--- src/port_ab_pkg.sv ---
// Constants, register map and carrier types for the port A and port B pin logic
//
// Summary of operation
// Segment field zero selects GPIO, else LCD common
// Port A pins float during reset
// Hold in sleep/watch, float in standby
// Port B is eight input-only pins
// Port B level register reads pins, ignores writes
// Pin selected as analog channel reads zero
// Function-select resets F7, only bit 3 writable
// Other function-select bits read one, unchangeable
// Direction bit one means output
// Port A read: latch if output, else pin
// Bit 3 routes pin 3 to interrupt/capture
// Subsleep holds pin state like sleep
package port_ab_pkg;

	// ****************************************
	// Register map: word indices; byte address is four times the index
	// ****************************************
	localparam logic [15:0] IDX_PORT_A_OUTPUT_LATCH  = 16'hFFDD;
	localparam logic [15:0] IDX_PORT_B_PIN_LEVEL     = 16'hFFDE;
	localparam logic [15:0] IDX_PORT_A_DIRECTION     = 16'hFFED;
	localparam logic [15:0] IDX_PORT_B_FUNC_SELECT   = 16'hFFEE;
	localparam logic [15:0] IDX_LCD_ADC_CONTROL      = 16'hFFF0;
	localparam logic [17:0] ADDR_PORT_A_OUTPUT_LATCH = {IDX_PORT_A_OUTPUT_LATCH, 2'h0};
	localparam logic [17:0] ADDR_PORT_B_PIN_LEVEL    = {IDX_PORT_B_PIN_LEVEL, 2'h0};
	localparam logic [17:0] ADDR_PORT_A_DIRECTION    = {IDX_PORT_A_DIRECTION, 2'h0};
	localparam logic [17:0] ADDR_PORT_B_FUNC_SELECT  = {IDX_PORT_B_FUNC_SELECT, 2'h0};
	localparam logic [17:0] ADDR_LCD_ADC_CONTROL     = {IDX_LCD_ADC_CONTROL, 2'h0};

	// ****************************************
	// Reset values and field layout
	// ****************************************
	localparam logic [7:0]  PORT_A_LATCH_RESET   = 8'hF0;
	localparam logic [7:0]  PORT_A_DIR_RESET     = 8'hF0;
	localparam logic [7:0]  PORT_A_UPPER_ONES    = 8'hF0;
	localparam logic [7:0]  DIR_READ_VALUE       = 8'hFF;
	localparam logic [7:0]  FUNC_SELECT_RESET    = 8'hF7;
	localparam logic [7:0]  FUNC_SELECT_FIXED    = 8'hF7;
	localparam int          PIN3_SELECT_BIT      = 3;
	localparam int          CTRL_SEGMENT_LSB     = 0;
	localparam int          CTRL_CHANNEL_LSB     = 4;
	localparam int          PORT_B_PINS          = 8;
	localparam logic [3:0]  SEGMENT_GPIO         = 4'h0;
	localparam logic [3:0]  SEGMENT_RESET        = 4'h0;
	localparam logic [3:0]  ADC_CHANNEL_RESET    = 4'h0;
	localparam logic [3:0]  ADC_CHANNEL_PB_BASE  = 4'h4;
	localparam logic [31:0] BUS_ERROR_DATA       = 32'h0000_0000;

	// ****************************************
	// Operating modes and carriers
	// ****************************************
	typedef enum logic [2:0] {
		MODE_ACTIVE,
		MODE_SUBACTIVE,
		MODE_SLEEP,
		MODE_SUBSLEEP,
		MODE_WATCH,
		MODE_STANDBY
	} op_mode_e;

	typedef struct packed {
		logic [3:0] level;
		logic [3:0] drive;
		logic [3:0] enable;
	} pin_drive_s;

	typedef struct packed {
		logic        psel;
		logic        penable;
		logic        pwrite;
		logic [17:0] paddr;
		logic [31:0] pwdata;
	} apb_req_s;

endpackage : port_ab_pkg

--- src/port_a_pin_stage.sv ---
// Port A pin stage: function select, direction and low-power pin states
module port_a_pin_stage
(
	input  wire logic                        clk,
	input  wire logic                        rst,
	input  wire port_ab_pkg::op_mode_e       mode,
	input  wire logic [3:0]                  segment_select_field,
	input  wire logic [3:0]                  port_a_direction,
	input  wire logic [3:0]                  port_a_output_latch,
	input  wire logic [3:0]                  lcd_common_in,
	output port_ab_pkg::pin_drive_s          pins
);

	port_ab_pkg::pin_drive_s live;

	always_comb
	begin
		live.level = '0;
		live.drive = '0;
		live.enable = '0;
		// GPIO or LCD common
		if (segment_select_field == port_ab_pkg::SEGMENT_GPIO)
		begin
			// One drives the pin
			live.enable = port_a_direction;
			live.level  = port_a_output_latch;
		end
		else
		begin
			live.enable = '1;
			live.level  = lcd_common_in;
		end
		live.drive = live.level;
	end

	// Registered so the pin state can be frozen in low-power modes
	always_ff @(posedge clk)
	begin
		// Float in reset
		if (rst)
			pins <= '0;
		else
		begin
			case (mode)
				// Hold in sleep and watch
				port_ab_pkg::MODE_SLEEP,
				port_ab_pkg::MODE_WATCH:
					pins <= pins;
				// Subsleep holds too
				port_ab_pkg::MODE_SUBSLEEP:
					pins <= pins;
				// Standby floats
				port_ab_pkg::MODE_STANDBY:
					pins <= '0;
				default:
					pins <= live;
			endcase
		end
	end

endmodule : port_a_pin_stage

--- src/port_ab_top.sv ---
// Top of port A / port B pin logic with APB register slave
module port_ab_top
(
	input  wire logic                  clk,
	input  wire logic                  rst,
	input  wire logic                  psel,
	input  wire logic                  penable,
	input  wire logic                  pwrite,
	input  wire logic [17:0]           paddr,
	input  wire logic [31:0]           pwdata,
	output logic      [31:0]           prdata,
	output logic                       pready,
	output logic                       pslverr,
	input  wire port_ab_pkg::op_mode_e mode,
	input  wire logic [3:0]            lcd_common_in,
	input  wire logic [3:0]            port_a_in,
	output logic      [3:0]            port_a_out,
	output logic      [3:0]            port_a_oe,
	input  wire logic [7:0]            port_b_in,
	output logic                       pin3_interrupt_select,
	output logic                       pin3_irq_capture_in,
	output logic      [7:0]            analog_inputs
);

	// ****************************************
	// Registers
	// ****************************************
	logic [3:0]              latch_reg;
	logic [3:0]              dir_reg;
	logic [3:0]              segment_reg;
	logic [3:0]              adc_channel_reg;
	logic                    pin3_sel_reg;
	logic [7:0]              pb_level;
	logic [7:0]              rd_next;
	logic                    err_next;
	logic                    wr_en;
	logic                    rd_setup;
	logic                    wr_latch;
	logic                    wr_dir;
	logic                    wr_ctrl;
	logic                    wr_fsel;
	port_ab_pkg::apb_req_s   req;
	port_ab_pkg::pin_drive_s pins;

	// ****************************************
	// Decode helpers
	// ****************************************
	// Full compare; a partial decode would alias the neighbouring port registers
	function automatic logic addr_is
	(
		input logic [17:0] addr,
		input logic [17:0] target
	);
		return addr == target;
	endfunction : addr_is

	// Channel codes below the port B base select no port B pin
	function automatic logic channel_hits
	(
		input logic [3:0] channel,
		input int         pin
	);
		return channel == port_ab_pkg::ADC_CHANNEL_PB_BASE + 4'(pin);
	endfunction : channel_hits

	// Latch for outputs, pin else
	function automatic logic [3:0] port_a_readback
	(
		input logic [3:0] dir,
		input logic [3:0] latch,
		input logic [3:0] pad
	);
		return (dir & latch) | (~dir & pad);
	endfunction : port_a_readback

	// ****************************************
	// Bus request and strobes
	// ****************************************
	assign req = '{
		psel:    psel,
		penable: penable,
		pwrite:  pwrite,
		paddr:   paddr,
		pwdata:  pwdata
	};

	// Writes land at the access edge; read data is captured at the setup edge
	assign wr_en    = req.psel && req.penable && req.pwrite;
	assign rd_setup = req.psel && !req.penable && !req.pwrite;
	assign pready   = 1'b1;

	assign wr_latch = wr_en && addr_is(req.paddr, port_ab_pkg::ADDR_PORT_A_OUTPUT_LATCH);
	assign wr_dir   = wr_en && addr_is(req.paddr, port_ab_pkg::ADDR_PORT_A_DIRECTION);
	assign wr_ctrl  = wr_en && addr_is(req.paddr, port_ab_pkg::ADDR_LCD_ADC_CONTROL);
	assign wr_fsel  = wr_en && addr_is(req.paddr, port_ab_pkg::ADDR_PORT_B_FUNC_SELECT);

	// ****************************************
	// Port A registers
	// ****************************************
	always_ff @(posedge clk)
	begin
		if (rst)
			latch_reg <= port_ab_pkg::PORT_A_LATCH_RESET[3:0];
		else if (wr_latch)
			latch_reg <= req.pwdata[3:0];
	end

	always_ff @(posedge clk)
	begin
		if (rst)
			dir_reg <= port_ab_pkg::PORT_A_DIR_RESET[3:0];
		else if (wr_dir)
			dir_reg <= req.pwdata[3:0];
	end

	// ****************************************
	// Control register
	// ****************************************
	// Segment field and A/D channel share one control register
	always_ff @(posedge clk)
	begin
		if (rst)
		begin
			segment_reg     <= port_ab_pkg::SEGMENT_RESET;
			adc_channel_reg <= port_ab_pkg::ADC_CHANNEL_RESET;
		end
		else if (wr_ctrl)
		begin
			segment_reg     <= req.pwdata[port_ab_pkg::CTRL_SEGMENT_LSB +: 4];
			adc_channel_reg <= req.pwdata[port_ab_pkg::CTRL_CHANNEL_LSB +: 4];
		end
	end

	// ****************************************
	// Port B function select
	// ****************************************
	always_ff @(posedge clk)
	begin
		// Only bit 3 writable
		if (rst)
			pin3_sel_reg <= port_ab_pkg::FUNC_SELECT_RESET[port_ab_pkg::PIN3_SELECT_BIT];
		else if (wr_fsel)
			pin3_sel_reg <= req.pwdata[port_ab_pkg::PIN3_SELECT_BIT];
	end

	// ****************************************
	// Port B input path
	// ****************************************
	// Input only, no latch
	// Analog channel reads zero
	genvar gi;
	generate
		for (gi = 0; gi < port_ab_pkg::PORT_B_PINS; gi++)
		begin : g_pb
			assign pb_level[gi]      = channel_hits(adc_channel_reg, gi) ? 1'b0 : port_b_in[gi];
			assign analog_inputs[gi] = port_b_in[gi];
		end
	endgenerate

	// Pin 3 routing
	assign pin3_interrupt_select = pin3_sel_reg;
	assign pin3_irq_capture_in   = pin3_sel_reg & port_b_in[port_ab_pkg::PIN3_SELECT_BIT];

	// ****************************************
	// Read decode
	// ****************************************
	always_comb
	begin
		rd_next  = '0;
		err_next = 1'b0;
		// Latch for outputs, pin else
		if (addr_is(req.paddr, port_ab_pkg::ADDR_PORT_A_OUTPUT_LATCH))
			rd_next = port_ab_pkg::PORT_A_UPPER_ONES
				| {4'h0, port_a_readback(dir_reg, latch_reg, port_a_in)};
		// Direction register is write-only
		else if (addr_is(req.paddr, port_ab_pkg::ADDR_PORT_A_DIRECTION))
			rd_next = port_ab_pkg::DIR_READ_VALUE;
		// Pin levels, writes ignored
		else if (addr_is(req.paddr, port_ab_pkg::ADDR_PORT_B_PIN_LEVEL))
			rd_next = pb_level;
		// Reserved bits read one
		else if (addr_is(req.paddr, port_ab_pkg::ADDR_PORT_B_FUNC_SELECT))
			rd_next = port_ab_pkg::FUNC_SELECT_FIXED
				| ({7'h00, pin3_sel_reg} << port_ab_pkg::PIN3_SELECT_BIT);
		else if (addr_is(req.paddr, port_ab_pkg::ADDR_LCD_ADC_CONTROL))
			rd_next = {adc_channel_reg, segment_reg};
		else
			err_next = 1'b1;
	end

	// ****************************************
	// Read data and error response
	// ****************************************
	// Loaded at the setup edge so it stands through the whole access phase
	always_ff @(posedge clk)
	begin
		if (rst)
			prdata <= port_ab_pkg::BUS_ERROR_DATA;
		else if (rd_setup)
			prdata <= {24'h000000, rd_next};
	end

	assign pslverr = req.psel && req.penable && err_next;

	// ****************************************
	// Port A pin stage
	// ****************************************
	port_a_pin_stage u_pin_stage
	(
		.clk                  (clk),
		.rst                  (rst),
		.mode                 (mode),
		.segment_select_field (segment_reg),
		.port_a_direction     (dir_reg),
		.port_a_output_latch  (latch_reg),
		.lcd_common_in        (lcd_common_in),
		.pins                 (pins)
	);

	assign port_a_out = pins.level;
	assign port_a_oe  = pins.enable;

endmodule : port_ab_top

--- config.mk ---
export PLATFORM = sky130hd
export DESIGN_NAME = port_ab_top
export DESIGN_NICKNAME = d
export VERILOG_FILES = /design/src/port_ab_pkg.sv /design/src/port_a_pin_stage.sv /design/src/port_ab_top.sv
export SDC_FILE = /design/constraint.sdc
export NUM_CORES = 1
export LEC_CHECK = 0
export ABC_CLOCK_PERIOD_IN_PS = 3080
export BUFFER_PORTS_ARGS = -buffer_cell sky130_fd_sc_hd__buf_2
export CAP_MARGIN = 20
export CORE_AREA = 2 2 69 71
export CTS_CLUSTER_DIAMETER = 40
export DETAILED_ROUTE_END_ITERATION = 7
export DIE_AREA = 0 0 71 73
export GPL_ROUTABILITY_DRIVEN = 0
export PLACE_DENSITY = 0.88
export SLEW_MARGIN = 25
export SYNTH_ARGS = -nofsm -noshare
export SYNTH_HDL_FRONTEND = slang
export SYNTH_SLANG_ARGS = --single-unit
--- constraint.sdc ---
create_clock -name clk -period 3.08 [get_ports clk]
set_input_delay 0.462 -clock clk [delete_from_list [all_inputs] [get_ports clk]]
set_output_delay 0.462 -clock clk [all_outputs]
set_load 0.03 [all_outputs]
# After elaboration in Yosys (flattened, before gate mapping)
# Cells that the tools add are included.
# totals
register_bits,33
input_bits,74
wordCells,64
# op_classes
n_eq_ne,17
n_mux,21
bitwise,5
n_reduce_logical,13
# ops
cell,count
"== test 18 bit, second input constant",5
two-way mux 8 bit,5
one-hot mux 12 bit (2 select lines),1
"== test 4 x 3 -> 1 bit, second input constant",4
"== test 4 bit, second input constant",4
two-way mux 1 bit,13
logical AND 1 bit,9
AND 4 bit,2
two-way mux 4 bit,2
"== test 3 x 2 -> 1 bit, second input constant",2
"== test 3 bit, second input constant",2
logical NOT 4 bit,1
NOT 4 bit,1
bitwise OR 4 bit,1
OR reduction 3 bit,1
logical NOT 1 bit,2
AND 1 bit,1

# Longest topological paths before layout
# Gate-level depths: netlist of run 1.
# logic_depth
ltp_word,7
mapped_depth,7

# Modules after synthesis
# Synthesis of run 1 repeated with hierarchy kept, for this count alone.
# unflattened
hier_cells,237
hier_area_um2,2031.9
# by_module_without_submodules
mod,n_inst,cells_each,area_each_um2,seq_area_each_um2
port_ab_top,1,198,1630.3,500.5
port_a_pin_stage,1,39,401.6,160.2

# Worst setup path before layout of run 1
# OpenSTA, ideal clock, no wires.
# synth_path
path_type,input -> output
from,in paddr[0]
to,out pslverr
arrival_ns,2.042
required_ns,2.618
setup_slack_ns,0.576
stages,5
n_path_buf,1
cell_sequence,nand4bb_1 clkbuf_1 nor3_1 nor2b_1 nor4_1
# synth_via
elab_chain_len,7
# synth_lines
item,line,rtl
"start, declared",port_ab_top.sv:9,"input wire logic [17:0] paddr,"
== test 18 bit,port_ab_top.sv:54,return addr == target;
two-way mux 1 bit,port_ab_top.sv:185,"else if (addr_is(req.paddr, port_ab_pkg::ADDR_LCD_ADC_CONTROL))"
two-way mux 1 bit,port_ab_top.sv:182,"else if (addr_is(req.paddr, port_ab_pkg::ADDR_PORT_B_FUNC_SELECT))"
two-way mux 1 bit,port_ab_top.sv:179,"else if (addr_is(req.paddr, port_ab_pkg::ADDR_PORT_B_PIN_LEVEL))"
two-way mux 1 bit,port_ab_top.sv:176,"else if (addr_is(req.paddr, port_ab_pkg::ADDR_PORT_A_DIRECTION))"
two-way mux 1 bit *,port_ab_top.sv:172,"if (addr_is(req.paddr, port_ab_pkg::ADDR_PORT_A_OUTPUT_LATCH))"
logical AND 1 bit *,port_ab_top.sv:203,assign pslverr = req.psel && req.penable && err_next;
"end, declared",port_ab_top.sv:13,"output logic pslverr,"
# Mark *: on every way between the ends. The rest lies on a longest branch, timed or not.

# Worst setup path after layout of run 1
# Ends and elaborated chain as after synthesis.

==> run_results.csv, run 1 <==
group,metric,value,unit
global_route,grt_pass1_vias,1679,
global_route,grt_usage,0.181,
global_route,grt_overflow,0,
global_route,grt_pass1_wl,7.37,mm
place,dp_slack,0.638,ns
timing,tns,0,ns
status,status,"finished clean",
critical_path,cp_max_fo,8,
timing,min_period,2.45,ns
yosys,synth_warnings,0,
floorplanning,die_w,71,um
route,num_vias,1915,
route,vias_per_cell,5.28,
place,dp_hpwl,3.83,mm
yosys,yosys-top-cells-area,"dfxtp_1, buf_4, mux2i_1",
route,postRouteAntennaNets,0,
critical_path,cp-start-kind,"input pin",
floorplanning,coreArea,4540,sq um
timing,max_freq,0.407,GHz
min_path,min_from,"pwdata[7]",
yosys,avgSynthCellArea,8.17,sq um
cts,root_buffer,"clkbuf_8",
cts,cts_tree,"built",
timing,finalCritPeriodShare,0.797,
route,first_pass_iters,4,
floorplanning,die_h,73,um
layout,layout-drive-gt1-share,0.282,
global_route,antenna_found_initial,0,
cts,clock-sinks,33,
route,drt_iter0_markers,96,
min_path,hp-class,"input pin to flip-flop",
yosys,async_flop_share,0,
timing,holdWs,0.427,ns
cts,numCtsBuffers,5,
yosys,synth-seq-cells,33,
place,placedCellCount,355,
cts,clk_pin_slew,0.06,ns
yosys,syn_area,1980,sq um
route,wl_per_cell,13.3,um
yosys,synth_cell_type_count,42,
power,pwr_density_cell,383,nW/um^2
cts,clock_path_buffers,2,
cts,cts_resized,0,
cts,hold_buffers,0,
yosys,yosys.area.top_type,"dfxtp_1",
critical_path,crit_top_cell,"buf_2",
yosys,synth_edf_count,0,
timing,worst_slew_pin_slew,0.675,ns
yosys,yosysSeqAreaShare,0.334,
cts,htreeDepth,2,
power,vdd_drop_max,0.163,mV
layout,layout.cells.most_common,"buf_2",
layout,largestRegisters,"prdata x8, u_pin_stage.pins x8",
critical_path,crit_start,"paddr[0]",
power,power.leakage,1.05,nW
floorplanning,ios,126,
cts,post_cts_buffers,0,
critical_path,worst_ep_required_time,2.62,ns
floorplanning,die-area,5180,sq um
yosys,ys.flop_type,"dfxtp_1",
critical_path,slowest_delay,0.41,ns
layout,diodes,0,
critical_path,criticalPathCategory,"input pin to primary output",
critical_path,critPathArrivalTime,1.99,ns
layout,area_growth,17.0,%
timing,setup_viol,0,
layout,final_nets,382,
timing,max_slew_margin,0.546,
yosys,yosys.area.top_type_share,0.334,
yosys,postSynthCellCount,242,
global_route,grt_max_degree,35,
floorplanning,start_util,0.436,
timing,rsz0062_at_grt,"no",
layout,mostFrequentLayoutCells,"buf_2, nor2_1, dfxtp_1",
floorplanning,num_rows,25,
cts,clk_latency,0.28,ns
critical_path,crit_chain,"buf_2 -> nand4bb_1 -> nor3_1 -> nor2b_1 -> nor4_1 -> buf_2",
route,drt_wl_total,4.83,mm
critical_path,slowest_stage,"nand4bb_1",
timing,drv_slew,0,
place,port_buffers,76,
flow_run,drv_cap,0,
critical_path,rr_startpoint,"segment_reg[0]$_SDFFE_PP0P_",
timing,skew,0.00297,ns
critical_path,worstSetupEndpointType,"primary output",
timing,setup_ws,0.626,ns
timing,finalHoldViolCount,0,
layout,finalNonFillerCells,363,
route,drcViolationCount,0,
[synthesized netlist by cell type, drive strengths merged, types with 4 or more instances]
cell type / n
o21ai: 10
dfxtp: 33
nand2: 14
nor2: 41
nor2b: 5
a31oi: 5
clkbuf: 7
mux2i: 22
a21oi: 11
buf: 34
nor3: 5
nand4: 5
nor4: 4
nand3: 6
nand2b: 4
[per-stage QoR]
stage          power (mW)  instance area [sq um]  utilization
3_5_place_dp        0.593                   2230        0.493
4_1_cts             0.891                   2310        0.510
5_1_grt             0.927                   2310        0.510
3_3_place_gp        0.590                   2230        0.493
6_report            0.888                   2310        0.510
2_1_floorplan       0.569                   2060            -
[report_power, final]
part	switching, mW	total, mW	internal (mW)
registers	0.00161	0.432	0.431
logic	0.109	0.153	0.0439
clock network	0.143	0.303	0.160
[final cells by class]
| class | count | area (sq um) |
|---|---|---|
| fill | 433 | 2220 |
| multi-input combinational | 188 | 1110 |
| sequential | 33 | 661 |
| tap | 54 | 67.6 |
| inverter | 3 | 11.3 |
| timing repair buffer | 77 | 388 |
| clock buffer | 8 | 80.1 |
[worst max-delay path, delay by kind of cell]
family                 cells  cell delay (ns)
and+or+nand+nor            4             1.24
buffers and inverters      2             0.29
[cell families (layout without fill, tap and decap cells)]
| family | after synthesis | after routing | synth area share |
|---|---|---|---|
| buffers and inverters | 44 | 88 | 0.150 |
| AO/OA/AOI/OAI | 40 | 40 | 0.127 |
| XOR/XNOR | 1 | 1 | 0.00443 |
| flip-flops | 33 | 33 | 0.334 |
| other | 2 | 25 | 0.00380 |
| multiplexers | 25 | 25 | 0.128 |
| AND/OR/NAND/NOR | 97 | 97 | 0.252 |
[routing by layer]
layer | part of all wire | GRT usage
met5 | 0 | 0
met4 | 0.014 | 0.0797
met3 | 0.078 | 0.0552
met2 | 0.50 | 0.310
met1 | 0.41 | 0.207
[worst paths after layout]
check | end | slack (ns) | cells past startpoint
worst max-delay path | pslverr | 0.63 | 6
worst min-delay path | adc_channel_reg[3]$_SDFFE_PP0P_ | 0.43 | 3
worst min register to register | u_pin_stage.pins[3]$_SDFFE_PP0N_ | 0.46 | 2
worst max register to register | u_pin_stage.pins[11]$_SDFFE_PP0N_ | 1.43 | 5
Power figures use the tool's default switching activity.
==> inputs of run 2 (changes only) <==
Settings changed: ABC_CLOCK_PERIOD_IN_PS 3080 to 2200, CORE_AREA 2 2 69 71 to 2 2 76 78, DIE_AREA 0 0 71 73 to 0 0 78 80, PLACE_DENSITY 0.88 to 0.77.
Clock period 3.08 ns to 2.2 ns, I/O delays scaled along.
==> run 2 against run 1 <==
Compared with the run above: power rose by 46%; utilization fell by 6.5 points; via count fell by 3.0%; global-route usage fell by 2.5 points; count of clock-buffer cells in the layout fell by 1; clock skew barely moved; first-iteration DRC count rose by 4.2%; sequential power rose by 40%.
==> run_results.csv, run 2 (same netlist as run 1, synthesis figures left out) <==
group,metric,value,unit
route,wl_per_cell,12.4,um
timing,worst_slew_pin_slew,0.611,ns
layout,area_growth,21.8,%
min_path,min_from,"pwdata[5]",
cts,clock-sinks,33,
power,seqPwrFrac,0.466,
route,postRouteAntennaNets,0,
critical_path,rr_startpoint,"segment_reg[0]$_SDFFE_PP0P_",
global_route,grt_pass1_vias,1713,
floorplanning,coreArea,5410,sq um
layout,final_nets,388,
status,status,"finished clean",
power,p_switching,0.349,mW
floorplanning,die_h,80,um
global_route,grt_usage,0.155,
power,power.leakage,1.10,nW
timing,tns,0,ns
cts,cts_resized,0,
min_path,hp-class,"input pin to flip-flop",
critical_path,slowest_delay,0.35,ns
floorplanning,start_util,0.366,
power,pwr_density_cell,538,nW/um^2
cts,clock_path_buffers,2,
layout,largestRegisters,"prdata x8, u_pin_stage.pins x8",
critical_path,critical_path_depth,7,
critical_path,r2r_cells,5,
min_path,hold_depth,3,
timing,finalHoldViolCount,0,
cts,clk_latency,0.27,ns
timing,skew,0.00264,ns
route,num_vias,1857,
route,drcViolationCount,0,
route,drt_iter0_markers,100,
route,drt_wl_total,4.82,mm
critical_path,critPathArrivalTime,1.57,ns
power,vdd_drop_max,0.380,mV
critical_path,slowest_stage,"or2_1",
critical_path,worst-path-buf-inv,3,
critical_path,cp-start-kind,"input pin",
cts,cts_tree,"built",
global_route,antenna_found_initial,0,
critical_path,cp_top_family,"simple AND/OR/NAND/NOR gates",
critical_path,worst_ep_required_time,1.87,ns
flow_run,drv_cap,0,
global_route,grt_max_degree,35,
floorplanning,die_w,78,um
global_route,grt_pass1_wl,7.82,mm
power,p_int,0.947,mW
timing,holdWs,0.293,ns
timing,drv_slew,0,
timing,max_slew_margin,0.592,
critical_path,crit_chain,"buf_2 -> nand4_1 -> or2_1 -> nor4_1 -> buf_4 -> nor4_2 -> buf_2",
timing,setup_viol,0,
cts,root_buffer,"clkbuf_8",
floorplanning,num_rows,27,
floorplanning,ios,126,
power,power.share.combinational,0.165,
floorplanning,die-area,6240,sq um
cts,htreeDepth,2,
layout,layout-drive-gt1-share,0.308,
cts,hold_buffers,0,
critical_path,r2r_end,"u_pin_stage.pins[11]$_SDFFE_PP0N_",
critical_path,r2r_slack,0.58,ns
critical_path,critPathCapture,"pslverr",
critical_path,worstSetupEndpointType,"primary output",
global_route,grt_overflow,0,
place,placedInstanceArea,2310,sq um
timing,rsz0062_at_grt,"no",
place,dp_hpwl,3.87,mm
layout,diodes,0,
layout,mostFrequentLayoutCells,"buf_2, nor2_1, dfxtp_1",
timing,max_freq,0.525,GHz
power,swShare,0.269,
cts,clk_pin_slew,0.06,ns
critical_path,crit_top_cell,"buf_2",
layout,layout.cells.most_common,"buf_2",
cts,post_cts_buffers,0,
power,clkPwrFrac,0.369,
timing,min_period,1.90,ns
critical_path,cp_max_fo,6,
route,first_pass_iters,4,
place,port_buffers,76,
route,vias_per_cell,4.80,
timing,finalCritPeriodShare,0.866,
power,power,1.30,mW
critical_path,crit_start,"paddr[9]",
critical_path,criticalPathCategory,"input pin to primary output",
layout,final_util,0.446,
cts,numCtsBuffers,5,
layout,final_cell_area,2410,sq um
[run 2: cell count changes in the layout (fill, tap and decap cells not counted), sizes merged]
cell / previous run / this run
clkinv: 0 / 1
clkbuf: 8 / 7
buf: 77 / 83
[run 2: cell type report]
| type | instances | area [sq um] |
|---|---|---|
| Clock buffer | 7 | 96.3 |
| Clock inverter | 1 | 5.00 |
| Fill cell | 540 | 3000 |
| Inverter | 3 | 11.3 |
| Multi-Input combinational cell | 188 | 1110 |
| Sequential cell | 33 | 661 |
| Tap cell | 72 | 90.1 |
| Timing Repair Buffer | 83 | 433 |
[run 2: worst reg2reg max path: cells and delay by family, from the launching register on]
| family | cells | cell delay, ns |
|---|---|---|
| flops | 1 | 0.33 |
| simple gates | 3 | 0.81 |
| mux | 1 | 0.22 |
| compound gates | 1 | 0.13 |
[run 2: power groups by stage]
stage	Combinational, mW	Clock, mW	Sequential (mW)
after floorplan	0.169	0	0.629
after global placement	0.211	0	0.618
after detailed placement	0.213	0	0.618
after CTS	0.214	0.493	0.605
after global routing	0.232	0.527	0.605
final	0.214	0.478	0.605
[run 2: metrics by stage]
step,worst slack (ns),cells
after floorplan,0.311,265
after global placement,0.229,379
after detailed placement,0.219,379
after CTS,0.297,387
after global routing,0.199,387
final,0.295,387
[run 2: how the worst min path moves through the flow]
stage | to | slack, ns
floorplan | prdata[0]$_SDFFE_PP0P_ | 0.45
global placement | u_pin_stage.pins[0]$_SDFFE_PP0N_ | 0.44
detailed placement | u_pin_stage.pins[1]$_SDFFE_PP0N_ | 0.44
CTS | adc_channel_reg[1]$_SDFFE_PP0P_ | 0.29
global route | adc_channel_reg[3]$_SDFFE_PP0P_ | 0.32
finish | adc_channel_reg[1]$_SDFFE_PP0P_ | 0.29
[run 2: per-layer routing]
| layer | GRT usage | vias up | share of wire |
|---|---|---|---|
| met4 | 0.0351 | 0 | 0.013 |
| met5 | 0 | - | 0 |
| met2 | 0.272 | 76 | 0.50 |
| li1 | - | 942 | - |
| met3 | 0.0317 | 4 | 0.062 |
| met1 | 0.196 | 835 | 0.43 |
==> inputs of run 3 (changes only) <==
Settings changed: CELL_PAD_IN_SITES_DETAIL_PLACEMENT set to 1, CELL_PAD_IN_SITES_GLOBAL_PLACEMENT set to 2, CORE_AREA 2 2 76 78 to 2 2 103 105, DIE_AREA 0 0 78 80 to 0 0 105 107, PLACE_DENSITY 0.77 to 0.79.
==> run 3 against run 2 <==
Compared with the run above: clock skew increased by 0.0080 ns; routed wire length increased by 26%; via count increased by 2.4%; power increased by 9.1%; flip-flop and latch count unchanged; critical path depth unchanged.
==> run_results.csv, run 3 (same netlist as run 1, synthesis figures left out) <==
group,metric,value,unit
critical_path,critPathArrivalTime,1.67,ns
power,p_int,1.03,mW
power,power.leakage,1.10,nW
floorplanning,die_w,105,um
cts,clk_pin_slew,0.06,ns
layout,fillers,1265,
critical_path,worstSetupEndpointType,"primary output",
layout,final_util,0.248,
status,status,"finished clean",
power,seqPwrFrac,0.427,
power,pwr_density_cell,565,nW/um^2
cts,numCtsBuffers,5,
cts,clock-sinks,33,
layout,finalNonFillerCells,451,
power,power,1.42,mW
cts,root_buffer,"clkbuf_8",
layout,layout.cells.most_common,"buf_2",
route,routedLengthMet1,2.64,mm
min_path,hold_depth,3,
timing,min_period,2.00,ns
place,dp_hpwl,4.97,mm
critical_path,r2r_cells,5,
flow_run,drv_cap,0,
timing,finalCritPeriodShare,0.911,
critical_path,cp-start-kind,"input pin",
route,drt_wl_total,6.05,mm
route,wl_per_cell,13.4,um
floorplanning,num_rows,37,
critical_path,worst_ep_required_time,1.87,ns
route,wl_met2,2.95,mm
floorplanning,ios,126,
cts,clk_latency,0.29,ns
global_route,grt_max_degree,35,
place,port_buffers,76,
route,first_pass_iters,4,
route,vias_per_cell,4.22,
global_route,grt_pass1_wl,9.56,mm
timing,rsz0062_at_grt,"no",
floorplanning,die-area,11200,sq um
timing,worst_slew_pin_slew,0.609,ns
route,postRouteAntennaNets,0,
timing,max_slew_margin,0.594,
cts,cts_resized,0,
cts,hold_buffers,0,
cts,clock_path_buffers,2,
timing,tns,0,ns
cts,post_cts_buffers,0,
power,vdd_drop_max,0.201,mV
timing,setup_viol,0,
global_route,grt_usage,0.108,
global_route,grt_pass1_vias,1870,
route,num_vias,1901,
critical_path,cp_max_fo,5,
route,wl_met3,353,um
power,swShare,0.269,
critical_path,criticalPathCategory,"input pin to primary output",
floorplanning,coreArea,10100,sq um
floorplanning,die_h,107,um
place,placedCellCount,443,
cts,cts_tree,"built",
timing,finalHoldViolCount,0,
timing,skew,0.0107,ns
route,top_layer_used,"met4",
power,clkPwrFrac,0.418,
route,drt_iter0_markers,57,
cts,htreeDepth,2,
layout,final_nets,388,
global_route,grt_overflow,0,
layout,largestRegisters,"prdata x8, u_pin_stage.pins x8",
route,drcViolationCount,0,
floorplanning,start_util,0.196,
power,power.share.combinational,0.155,
layout,diodes,0,
timing,drv_slew,0,
layout,layout-drive-gt1-share,0.305,
timing,max_freq,0.499,GHz
min_path,hp-class,"input pin to flip-flop",
global_route,antenna_found_initial,0,
power,p_switching,0.381,mW
layout,area_growth,26.6,%
layout,mostFrequentLayoutCells,"buf_2, nor2_1, dfxtp_1",
## run 3: changes by cell type in the layout (fill, tap and decap cells not counted), sizes merged
| cell | change |
|---|---|
| clkinv | -1 |
| bufinv | +1 |
## run 3: layout make-up
class,count,area (sq um),area share
clock buffers,7,86.3,0.0345
clock inverters,1,30.0,0.0120
inverters,3,11.3,0.00450
multi-input cells,188,1110,0.445
flip-flops and latches,33,661,0.264
well taps,136,170,0.0679
repair buffers,83,433,0.173
## run 3: worst paths after layout
check	from	to	slack, ns
min	pwdata[4]	adc_channel_reg[0]$_SDFFE_PP0P_	0.29
max reg2reg	segment_reg[0]$_SDFFE_PP0P_	u_pin_stage.pins[10]$_SDFFE_PP0N_	0.57
min reg2reg	u_pin_stage.pins[2]$_SDFFE_PP0N_	u_pin_stage.pins[2]$_SDFFE_PP0N_	0.45
max	paddr[0]	pslverr	0.20
## run 3: power by group through the flow
stage	registers [mW]	clock network (mW)	logic, mW
CTS	0.605	0.605	0.220
global route	0.605	0.634	0.237
detailed placement	0.618	0	0.220
finish	0.605	0.592	0.219
global placement	0.618	0	0.218
floorplan	0.629	0	0.169
## run 3: layer usage
metal	GRT usage	up-vias
met4	0.0390	0
met3	0.0243	8
met5	0	-
met2	0.189	67
met1	0.128	890
li1	-	936
## run 3: stage by stage
| step | cell area, sq um | hold slack [ns] | worst slack (ns) |
|---|---|---|---|
| floorplan | 2070 | 0.455 | 0.311 |
| global placement | 2390 | 0.441 | 0.176 |
| detailed placement | 2390 | 0.445 | 0.174 |
| CTS | 2500 | 0.287 | 0.183 |
| global route | 2500 | 0.304 | 0.0611 |
| finish | 2500 | 0.288 | 0.196 |
## run 3: critical path: stages
cell and delay [ns]:
buf_2 0.09, nand4bb_1 0.29, buf_4 0.24, nor3_1 0.23
nor2b_1 0.24, nor4_2 0.05, buf_2 0.19
